$ cat config.mk
export PLATFORM = sky130hd
export DESIGN_NAME = vgah_dev_flat
export DESIGN_NICKNAME = d
export VERILOG_FILES = /design/src/vgah_dummy_unused.sv /design/src/vgah_pkg.sv /design/src/vgah_if.sv /design/src/vgah_dly.sv /design/src/vgah_dev.sv /design/src/flat_wrapper.sv
export SDC_FILE = /design/constraint.sdc
export NUM_CORES = 1
export LEC_CHECK = 0
export BUFFER_PORTS_ARGS = -buffer_cell sky130_fd_sc_hd__buf_2
export CAP_MARGIN = 40
export CORE_ASPECT_RATIO = 1.1
export CORE_UTILIZATION = 46
export CTS_BUF_LIST = sky130_fd_sc_hd__clkbuf_8
export DETAILED_ROUTE_END_ITERATION = 8
export HOLD_SLACK_MARGIN = 0.05
export PLACE_DENSITY = 0.75
export RECOVER_POWER = 50
export SYNTH_ARGS = -nofsm -noshare
export SYNTH_HDL_FRONTEND = slang
export SYNTH_SLANG_ARGS = --single-unit
$ cat constraint.sdc
create_clock -name CLK -period 3 [get_ports CLK]
set_clock_uncertainty 0.2 [all_clocks]
set_input_delay 0.15 -clock CLK [delete_from_list [all_inputs] [get_ports CLK]]
set_output_delay 0.15 -clock CLK [all_outputs]
set_load 0.02 [all_outputs]
$ cat src/vgah_dummy_unused.sv
`timescale 1ns/1ps
`default_nettype none
`default_nettype wire

$ cat src/vgah_pkg.sv
// constants shared by both ends of the horizontal display timing controller
// assumes one system clock; character clock is an enable from a divider
package vgah_pkg;
  // i/o port addresses, picked by the emulation select bit
  localparam logic [15:0] IO_IDX_MONO = 16'h03B4;
  localparam logic [15:0] IO_DAT_MONO = 16'h03B5;
  localparam logic [15:0] IO_IDX_COLOR = 16'h03D4;
  localparam logic [15:0] IO_DAT_COLOR = 16'h03D5;
  // timing register indices
  localparam logic [6:0] IX_HTOTAL = 7'h00;
  localparam logic [6:0] IX_HACT_END = 7'h01;
  localparam logic [6:0] IX_HBLK_START = 7'h02;
  localparam logic [6:0] IX_HBLK_END = 7'h03;
  localparam logic [6:0] IX_HSYNC_START = 7'h04;
  localparam logic [6:0] IX_HSYNC_END = 7'h05;
  localparam logic [6:0] IX_PROT_LAST = 7'h07;
  // reset values
  localparam logic [7:0] HTOTAL_RST = 8'h00;
  localparam logic [7:0] HSYNC_END_RST = 8'h00;
  localparam logic [7:0] REG_RST = 8'h00;
  localparam logic [6:0] IDX_RST = 7'h00;
  localparam logic [7:0] UNMAPPED_RD = 8'h00;
  // field layout
  localparam int BE_MSB_BIT = 7;
  localparam int SKEW_HI = 6;
  localparam int SKEW_LO = 5;
  localparam int BE_LOW_HI = 4;
  localparam int SE_HI = 4;
  localparam int BE_W = 6;
  localparam int SE_W = 5;
  localparam logic [7:0] RSVD_ONE = 8'h80;
  // programmed total is chars minus five; last count is that plus four
  localparam logic [8:0] HTOTAL_LAST_BIAS = 9'h004;
  localparam int CHAR_DIV_DEF = 1;
  // controller register map (axi4-lite, byte addresses)
  localparam logic [7:0] HR_CTRL = 8'h00;
  localparam logic [7:0] HR_ADDR = 8'h04;
  localparam logic [7:0] HR_WDATA = 8'h08;
  localparam logic [7:0] HR_READ = 8'h0C;
  localparam logic [7:0] HR_STAT = 8'h10;
  localparam int CTL_COLOR = 0;
  localparam int CTL_PROT = 1;
  localparam int CTL_VACT = 2;
  localparam int ST_BUSY = 8;
  localparam logic [1:0] RESP_OKAY = 2'h0;
  localparam logic [1:0] RESP_SLVERR = 2'h2;
  typedef enum logic [2:0] {
    VGAH_IDLE = 3'b001,
    VGAH_REQ = 3'b010,
    VGAH_WAIT = 3'b100
  } vgah_io_state_e;
endpackage

$ cat src/vgah_if.sv
// byte-wide i/o port between controller and timing device
// assumes both ends run on the same clock; strobes are one-cycle pulses
`timescale 1ns/1ps
`default_nettype none
interface vgah_if;
  logic [15:0] io_addr;
  logic io_wr;
  logic io_rd;
  logic [7:0] io_wdata;
  logic [7:0] io_rdata;
  logic io_ack;
  logic color_sel;
  logic protect;
  logic vactive;
  modport dev (
    input io_addr, io_wr, io_rd, io_wdata, color_sel, protect, vactive,
    output io_rdata, io_ack
  );
  modport host (
    output io_addr, io_wr, io_rd, io_wdata, color_sel, protect, vactive,
    input io_rdata, io_ack
  );
endinterface
`default_nettype wire

$ cat src/vgah_dly.sv
// selectable 0..3 character clock delay with one fixed register stage
// assumes ce is a one-cycle character clock enable
`timescale 1ns/1ps
`default_nettype none
module vgah_dly (
  input wire logic clk, // system clock
  input wire logic rst_n, // async reset, active low
  input wire logic ce, // character clock enable
  input wire logic d, // undelayed signal
  input wire logic [1:0] sel, // extra delay in characters
  output logic q // delayed signal
);
  logic [2:0] sh_r;

  always_ff @(posedge clk or negedge rst_n) begin
    if (!rst_n) begin
      sh_r <= 3'h0;
    end else if (ce) begin
      sh_r <= {sh_r[1:0], d};
    end
  end

  always_ff @(posedge clk or negedge rst_n) begin
    if (!rst_n) begin
      q <= 1'b0;
    end else if (ce) begin
      q <= (sel == 2'h0) ? d : sh_r[sel - 2'h1];
    end
  end
endmodule
`default_nettype wire

$ cat src/vgah_dev.sv
// horizontal display timing device: index/data register pair plus
// character counter, display enable, blanking and sync generation
// assumes the controller holds each strobe for one cycle only
// Behaviour
// [RULE1] index port at mono or color address
// [RULE2] data port at mono or color address
// [RULE3] seven-bit index, top bit reads zero
// [RULE4] protect bit blocks writes to indices 0-7
// [RULE5] total field is line chars minus five
// [RULE6] zero total stops display data fetch
// [RULE7] active end field is active chars minus one
// [RULE8] enable on at line start, off at end
// [RULE9] oversized active end drops only last char
// [RULE10] blanking starts at blank start count
// [RULE11] blank end bit 7 reads one always
// [RULE12] skew delays enable by 0-3 chars
// [RULE13] blank ends on six-bit counter match
// [RULE14] sync end bit 7 is blank end bit 5
// [RULE15] software sets blank end start plus length
// [RULE16] sync starts at sync start count
// [RULE17] software keeps sync inside blanking margins
// [RULE18] sync delay shifts sync by 0-3 chars
// [RULE19] sync ends on five-bit counter match
// [RULE20] counter wraps to zero after line total
// [RULE21] data reads return stored register contents
//
// The implementer's own choice: the AXI4-Lite slave port.
`timescale 1ns/1ps
`default_nettype none
module vgah_dev #(
  parameter int CHAR_DIV = vgah_pkg::CHAR_DIV_DEF
) (
  input wire logic CLK, // system clock, 20 mhz
  input wire logic RST_N, // async reset, active low
  vgah_if.dev IO, // register port from the controller
  output var logic HDE, // horizontal display enable
  output var logic HBLANK, // horizontal blanking
  output var logic HSYNC, // horizontal sync, active high
  output var logic FETCH_EN // display data fetch allowed
);
  import vgah_pkg::*;

  localparam logic [7:0] DIV_LAST = 8'(CHAR_DIV - 1);

  logic [6:0] idx_r;
  logic [7:0] htotal_r;
  logic [7:0] hact_end_r;
  logic [7:0] hblk_start_r;
  logic [6:0] hblk_end_r;
  logic [7:0] hsync_start_r;
  logic [7:0] hsync_end_r;
  logic [7:0] div_r;
  logic ce_r;
  logic [8:0] cnt_r;
  logic blank_r;
  logic sync_r;
  logic de_raw;
  logic de_r;
  logic [8:0] cnt_last;
  logic idx_hit;
  logic dat_hit;
  logic wr_ok;
  logic [BE_W-1:0] blk_end6;

  // port match for the emulation chosen by the select bit
  function automatic logic port_hit(input logic [15:0] addr, input logic color,
                                    input logic [15:0] mono_a,
                                    input logic [15:0] color_a);
    port_hit = (addr == (color ? color_a : mono_a));
  endfunction

  // read value of the register under the index
  function automatic logic [7:0] reg_rd(input logic [6:0] ix);
    case (ix)
      IX_HTOTAL: reg_rd = htotal_r;
      IX_HACT_END: reg_rd = hact_end_r;
      IX_HBLK_START: reg_rd = hblk_start_r;
      IX_HBLK_END: reg_rd = RSVD_ONE | {1'b0, hblk_end_r}; // see [RULE11]
      IX_HSYNC_START: reg_rd = hsync_start_r;
      IX_HSYNC_END: reg_rd = hsync_end_r;
      default: reg_rd = UNMAPPED_RD;
    endcase
  endfunction

  assign idx_hit = port_hit(IO.io_addr, IO.color_sel, IO_IDX_MONO, IO_IDX_COLOR); // see [RULE1]
  assign dat_hit = port_hit(IO.io_addr, IO.color_sel, IO_DAT_MONO, IO_DAT_COLOR); // see [RULE2]
  // index is seven bits, so 0-7 is a plain compare
  assign wr_ok = IO.io_wr && dat_hit && !(IO.protect && idx_r <= IX_PROT_LAST); // see [RULE4]

  always_ff @(posedge CLK or negedge RST_N) begin
    if (!RST_N) begin
      idx_r <= IDX_RST;
    end else if (IO.io_wr && idx_hit) begin
      idx_r <= IO.io_wdata[6:0]; // see [RULE3]
    end
  end

  always_ff @(posedge CLK or negedge RST_N) begin
    if (!RST_N) begin
      htotal_r <= HTOTAL_RST;
      hact_end_r <= REG_RST;
      hblk_start_r <= REG_RST;
      hblk_end_r <= REG_RST[6:0];
      hsync_start_r <= REG_RST;
      hsync_end_r <= HSYNC_END_RST;
    end else if (wr_ok) begin
      case (idx_r) // see [RULE2]
        IX_HTOTAL: htotal_r <= IO.io_wdata;
        IX_HACT_END: hact_end_r <= IO.io_wdata;
        IX_HBLK_START: hblk_start_r <= IO.io_wdata;
        IX_HBLK_END: hblk_end_r <= IO.io_wdata[6:0]; // see [RULE11]
        IX_HSYNC_START: hsync_start_r <= IO.io_wdata;
        IX_HSYNC_END: hsync_end_r <= IO.io_wdata;
        default: ;
      endcase
    end
  end

  // every strobe is answered next cycle, even at foreign addresses,
  // so the controller never hangs on a mistyped port
  always_ff @(posedge CLK or negedge RST_N) begin
    if (!RST_N) begin
      IO.io_ack <= 1'b0;
      IO.io_rdata <= UNMAPPED_RD;
    end else begin
      IO.io_ack <= IO.io_wr || IO.io_rd;
      if (IO.io_rd) begin
        if (idx_hit) begin
          IO.io_rdata <= {1'b0, idx_r}; // see [RULE3]
        end else if (dat_hit) begin
          IO.io_rdata <= reg_rd(idx_r); // see [RULE21]
        end else begin
          IO.io_rdata <= UNMAPPED_RD;
        end
      end
    end
  end

  // character clock enable
  always_ff @(posedge CLK or negedge RST_N) begin
    if (!RST_N) begin
      div_r <= 8'h00;
      ce_r <= 1'b0;
    end else if (div_r == DIV_LAST) begin
      div_r <= 8'h00;
      ce_r <= 1'b1;
    end else begin
      div_r <= div_r + 8'h01;
      ce_r <= 1'b0;
    end
  end

  assign cnt_last = {1'b0, htotal_r} + HTOTAL_LAST_BIAS; // see [RULE5]

  // a total lowered below the count still wraps: >= not ==
  always_ff @(posedge CLK or negedge RST_N) begin
    if (!RST_N) begin
      cnt_r <= 9'h000;
    end else if (ce_r) begin
      if (cnt_r >= cnt_last) begin
        cnt_r <= 9'h000; // see [RULE20]
      end else begin
        cnt_r <= cnt_r + 9'h001;
      end
    end
  end

  // active end inclusive, last char of line never active
  assign de_raw = IO.vactive && (cnt_r <= {1'b0, hact_end_r}) // see [RULE7] [RULE8]
                  && (cnt_r != cnt_last); // see [RULE9]

  // registered like blank and sync, so all three leave the skew stage aligned
  always_ff @(posedge CLK or negedge RST_N) begin
    if (!RST_N) begin
      de_r <= 1'b0;
    end else if (ce_r) begin
      de_r <= de_raw; // see [RULE8]
    end
  end

  assign blk_end6 = {hsync_end_r[BE_MSB_BIT], hblk_end_r[BE_LOW_HI:0]}; // see [RULE14]

  // a start match wins over an end match in the same character
  always_ff @(posedge CLK or negedge RST_N) begin
    if (!RST_N) begin
      blank_r <= 1'b0;
    end else if (ce_r) begin
      if (cnt_r == {1'b0, hblk_start_r}) begin
        blank_r <= 1'b1; // see [RULE10]
      end else if (cnt_r[BE_W-1:0] == blk_end6) begin
        blank_r <= 1'b0; // see [RULE13]
      end
    end
  end

  always_ff @(posedge CLK or negedge RST_N) begin
    if (!RST_N) begin
      sync_r <= 1'b0;
    end else if (ce_r) begin
      if (cnt_r == {1'b0, hsync_start_r}) begin
        sync_r <= 1'b1; // see [RULE16]
      end else if (cnt_r[SE_W-1:0] == hsync_end_r[SE_HI:0]) begin
        sync_r <= 1'b0; // see [RULE19]
      end
    end
  end

  always_ff @(posedge CLK or negedge RST_N) begin
    if (!RST_N) begin
      FETCH_EN <= 1'b0;
    end else begin
      FETCH_EN <= (htotal_r != HTOTAL_RST); // see [RULE6]
    end
  end

  // blanking goes through a zero-delay stage to stay aligned
  vgah_dly u_de_skew (
    .clk(CLK),
    .rst_n(RST_N),
    .ce(ce_r),
    .d(de_r),
    .sel(hblk_end_r[SKEW_HI:SKEW_LO]), // see [RULE12]
    .q(HDE)
  );

  vgah_dly u_blank_align (
    .clk(CLK),
    .rst_n(RST_N),
    .ce(ce_r),
    .d(blank_r),
    .sel(2'h0),
    .q(HBLANK)
  );

  vgah_dly u_sync_delay (
    .clk(CLK),
    .rst_n(RST_N),
    .ce(ce_r),
    .d(sync_r),
    .sel(hsync_end_r[SKEW_HI:SKEW_LO]), // see [RULE18]
    .q(HSYNC)
  );
endmodule
`default_nettype wire

$ cat src/flat_wrapper.sv
// flat-port wrapper written by rule: the top's interface ports become plain ports
module vgah_dev_flat import vgah_pkg::*;
#(
  parameter int CHAR_DIV = vgah_pkg::CHAR_DIV_DEF
)
  (CLK, RST_N, HDE, HBLANK, HSYNC, FETCH_EN, IO_io_addr, IO_io_wr, IO_io_rd, IO_io_wdata, IO_color_sel, IO_protect, IO_vactive, IO_io_rdata, IO_io_ack);
  vgah_if IO_i ();
  input wire logic CLK;
  input wire logic RST_N;
  output var logic HDE;
  output var logic HBLANK;
  output var logic HSYNC;
  output var logic FETCH_EN;
  input wire logic [$bits(IO_i.io_addr)-1:0] IO_io_addr;
  input wire logic [$bits(IO_i.io_wr)-1:0] IO_io_wr;
  input wire logic [$bits(IO_i.io_rd)-1:0] IO_io_rd;
  input wire logic [$bits(IO_i.io_wdata)-1:0] IO_io_wdata;
  input wire logic [$bits(IO_i.color_sel)-1:0] IO_color_sel;
  input wire logic [$bits(IO_i.protect)-1:0] IO_protect;
  input wire logic [$bits(IO_i.vactive)-1:0] IO_vactive;
  output wire logic [$bits(IO_i.io_rdata)-1:0] IO_io_rdata;
  output wire logic [$bits(IO_i.io_ack)-1:0] IO_io_ack;
  assign IO_i.io_addr = IO_io_addr;
  assign IO_i.io_wr = IO_io_wr;
  assign IO_i.io_rd = IO_io_rd;
  assign IO_i.io_wdata = IO_io_wdata;
  assign IO_i.color_sel = IO_color_sel;
  assign IO_i.protect = IO_protect;
  assign IO_i.vactive = IO_vactive;
  assign IO_io_rdata = IO_i.io_rdata;
  assign IO_io_ack = IO_i.io_ack;
  vgah_dev #(.CHAR_DIV(CHAR_DIV)) u_core (.CLK(CLK), .RST_N(RST_N), .IO(IO_i), .HDE(HDE), .HBLANK(HBLANK), .HSYNC(HSYNC), .FETCH_EN(FETCH_EN));
endmodule
==> flow_summary.yaml <==
outcome:
  status: "completed"
die:
  core_area_um2: 11000
  fp.dieW_um: 104
  start_util: 0.475
  io_pins: 44
  die_h_um: 114
  row_count: 40
  die_area_um2: 11800
timing:
  rsz0062_at_grt: "no"
  setup-tns-final_ns: 0
  fin_hold_ws_ns: 0.132
  period_share: 0.879
  setup_viol: 0
  slew_headroom: 0.300
  worst_pin_slew_ns: 1.05
  fin_crit_ns: 2.64
  hold_viol_final: 0
  fmax_ghz: 0.379
  drv_slew: 0
clocking:
  cts-root-buf: "clkbuf_8"
  cts_sinks: 94
  cts_buffer_depth: 2
  clk-insertion-delay-late_ns: 0.37
  postCtsSetupBuffers: 0
  cts_tree: "built"
  numCtsBuffers: 9
  postCtsHoldBufs: 15
  h-tree-depth: 3
  path_clk_slew_ns: 0.08
  cts_resized: 0
global_route:
  grt_pass1_wl_um: 20200
  grt_pass1_vias: 3832
  grt_use_total: 0.222
  overflow: 0
  antenna_found_initial: 0
  grt_start_max_net_pins: 44
layout:
  utilization: 0.544
  final_area_um2: 5990
  layout.nets: 578
  synthToLayoutAreaGrowth_pct: 14.4
  drive_gt1_frac: 0.264
  num_antenna_cells: 0
synth:
  async_reset_ff_frac: 1.00
  synth_area_leaders: "dfrtp_1 45%, mux2_2 13%, ha_1 5.7%"
  netlist_instances: 461
  syn_avg_cell_area_um2: 11.4
  synth_area_um2: 5240
  synth.largest_area_cell: "dfrtp_1"
  synth_nets: 516
  synthDistinctLibCells: 55
  yosys_warnings: 0
  synth_ff_type: "dfrtp_1"
  synthTopCellsByCount: "94 x dfrtp_1, 59 x mux2_2, 31 x nor2_1, 25 x inv_1, 24 x ha_1"
  yosysMostFrequentCell: "dfrtp_1"
  synth_edf_count: 0
  yosys.area.top_type_share: 0.449
  ys_ff_latch: 94
  synth_seq_area_share: 0.449
critical_path:
  endpoint_kind: "flip-flop"
  r2r-start: "u_core.idx_r[0]"
  critPathSlowestCell: "or3_1"
  cp_data_required_time_ns: 3.05
  reg2reg_depth: 5
  path_cells: "dlygate4sd3_1 > buf_2 > a21boi_0 > nand4_4 > or3_1 > mux2_4"
  worstSetupStartpointType: "primary input"
  cp.arrival_ns: 2.69
  r2r_end: "u_core.IO.io_rdata[6]"
  path_max_fanout: 17
  reg2reg_slack_ns: 0.42
  crit_path_max_incr_delay_ns: 0.63
  crit_type: "in2reg"
placed_design:
  placed_cell_area_um2: 5650
  port_buffers: 43
  dp_hpwl_um: 8860
  place_congestion: 0.902
power:
  power.share.clock: 0.288
  p_comb_frac: 0.222
  swShare: 0.306
  p_seq_frac: 0.490
  internal-power_mw: 2.14
  power_density_nw_per_um2: 514
  p_sw_mw: 0.942
  ir_worst_vdd_mv: 0.246
  total_power_mw: 3.08
  p_leak_nw: 2.77
worst_hold_path:
  hp-start: "IO_io_addr[12]"
  hold_depth: 4
  hold_path_class: "in2reg"
  worstHoldEndpoint: "u_core.IO.io_rdata[0]"
route:
  firstDrtPassIters: 5
  wirelength_um: 12500
  drc: 0
  met3RoutedLength_um: 539
  drt-initial-drc-count: 320
  m1WireLength_um: 5470
  vias: 3870
  ant_nets: 0
  met2_length_um: 6070
  wl_per_cell_um: 18.6
  vias_per_cell: 5.74
  top_layer: "met4"
job:
  cap_viol_max_count: 0
[kinds of logic after synthesis]
logic type / after synthesis / synth area share
multiplexers: 85 / 0.188
flip-flops: 94 / 0.449
buffers and inverters: 46 / 0.0349
XOR/XNOR: 43 / 0.0719
AO/OA/AOI/OAI: 60 / 0.0805
AND/OR/NAND/NOR: 109 / 0.118
adder cells (fa/ha/maj): 24 / 0.0574
[power groups by stage]
stage | clock, mW | combinational (mW) | sequential (mW)
after floorplan | 0 | 0.482 | 1.46
after global placement | 0 | 0.640 | 1.52
after detailed placement | 0 | 0.663 | 1.53
after CTS | 0.901 | 0.689 | 1.50
after global routing | 0.947 | 0.757 | 1.52
final | 0.888 | 0.684 | 1.51
[through the flow]
step | std cells | setup slack, ns
detailed placement | 644 | 0.185
CTS | 674 | 0.457
global placement | 644 | 0.233
finish | 674 | 0.363
global route | 674 | 0.215
floorplan | 461 | 0.431
[how the worst max path moves through the flow]
| stage | start | end | slack (ns) |
|---|---|---|---|
| after floorplan | u_core.idx_r[3] | u_core.hsync_start_r[0] | 0.43 |
| after global placement | IO_io_addr[11] | u_core.hsync_end_r[3] | 0.23 |
| after detailed placement | IO_io_addr[11] | u_core.hsync_end_r[1] | 0.19 |
| after CTS | IO_io_addr[0] | u_core.hsync_end_r[2] | 0.46 |
| after global routing | u_core.idx_r[0] | u_core.IO.io_rdata[6] | 0.21 |
| final | IO_io_addr[0] | u_core.hsync_end_r[3] | 0.36 |
[layer usage]
layer / up-vias / track usage
met4: 0 / 0.105
met5: - / 0
li1: 1772 / -
met3: 32 / 0.0429
met2: 118 / 0.374
met1: 1948 / 0.278
[critical path: cells and delay by family]
family                 cells  cell delay, ns
AND/OR/NAND/NOR            2            0.88
buffers and inverters      2            0.85
AO/OA/AOI/OAI              1            0.44
multiplexers               1            0.37
[cell usage in the layout (no fill, tap or decap), types with 12 or more instances in the layout]
cell type and count:
buf_4 12, xor2_1 21, clkbuf_8 12, inv_1 25, xnor2_1 22, nor2_1 31
dlygate4sd3_1 15, clkbuf_1 13, dfrtp_1 94, mux2_2 59, buf_2 29, ha_1 24
nand3_1 18, mux2i_1 16
[sequential cells by signal, summed over array words and instances, names as in the netlist, 8 cells and up]
register and cells:
u_core.cnt_r 9, u_core.IO.io_rdata 8, u_core.div_r 8, u_core.hact_end_r 8, u_core.hblk_start_r 8, u_core.hsync_end_r 8, u_core.hsync_start_r 8, u_core.htotal_r 8
[final cells by class]
type | instances | area, um^2
fillers | 993 | 5020
multi-input cells | 321 | 2700
flip-flops and latches | 94 | 2350
repair buffers | 72 | 449
well taps | 147 | 184
clock buffers | 12 | 165
inverters | 25 | 93.8
clock inverters | 3 | 42.5
Power figures use the tool's default switching activity.
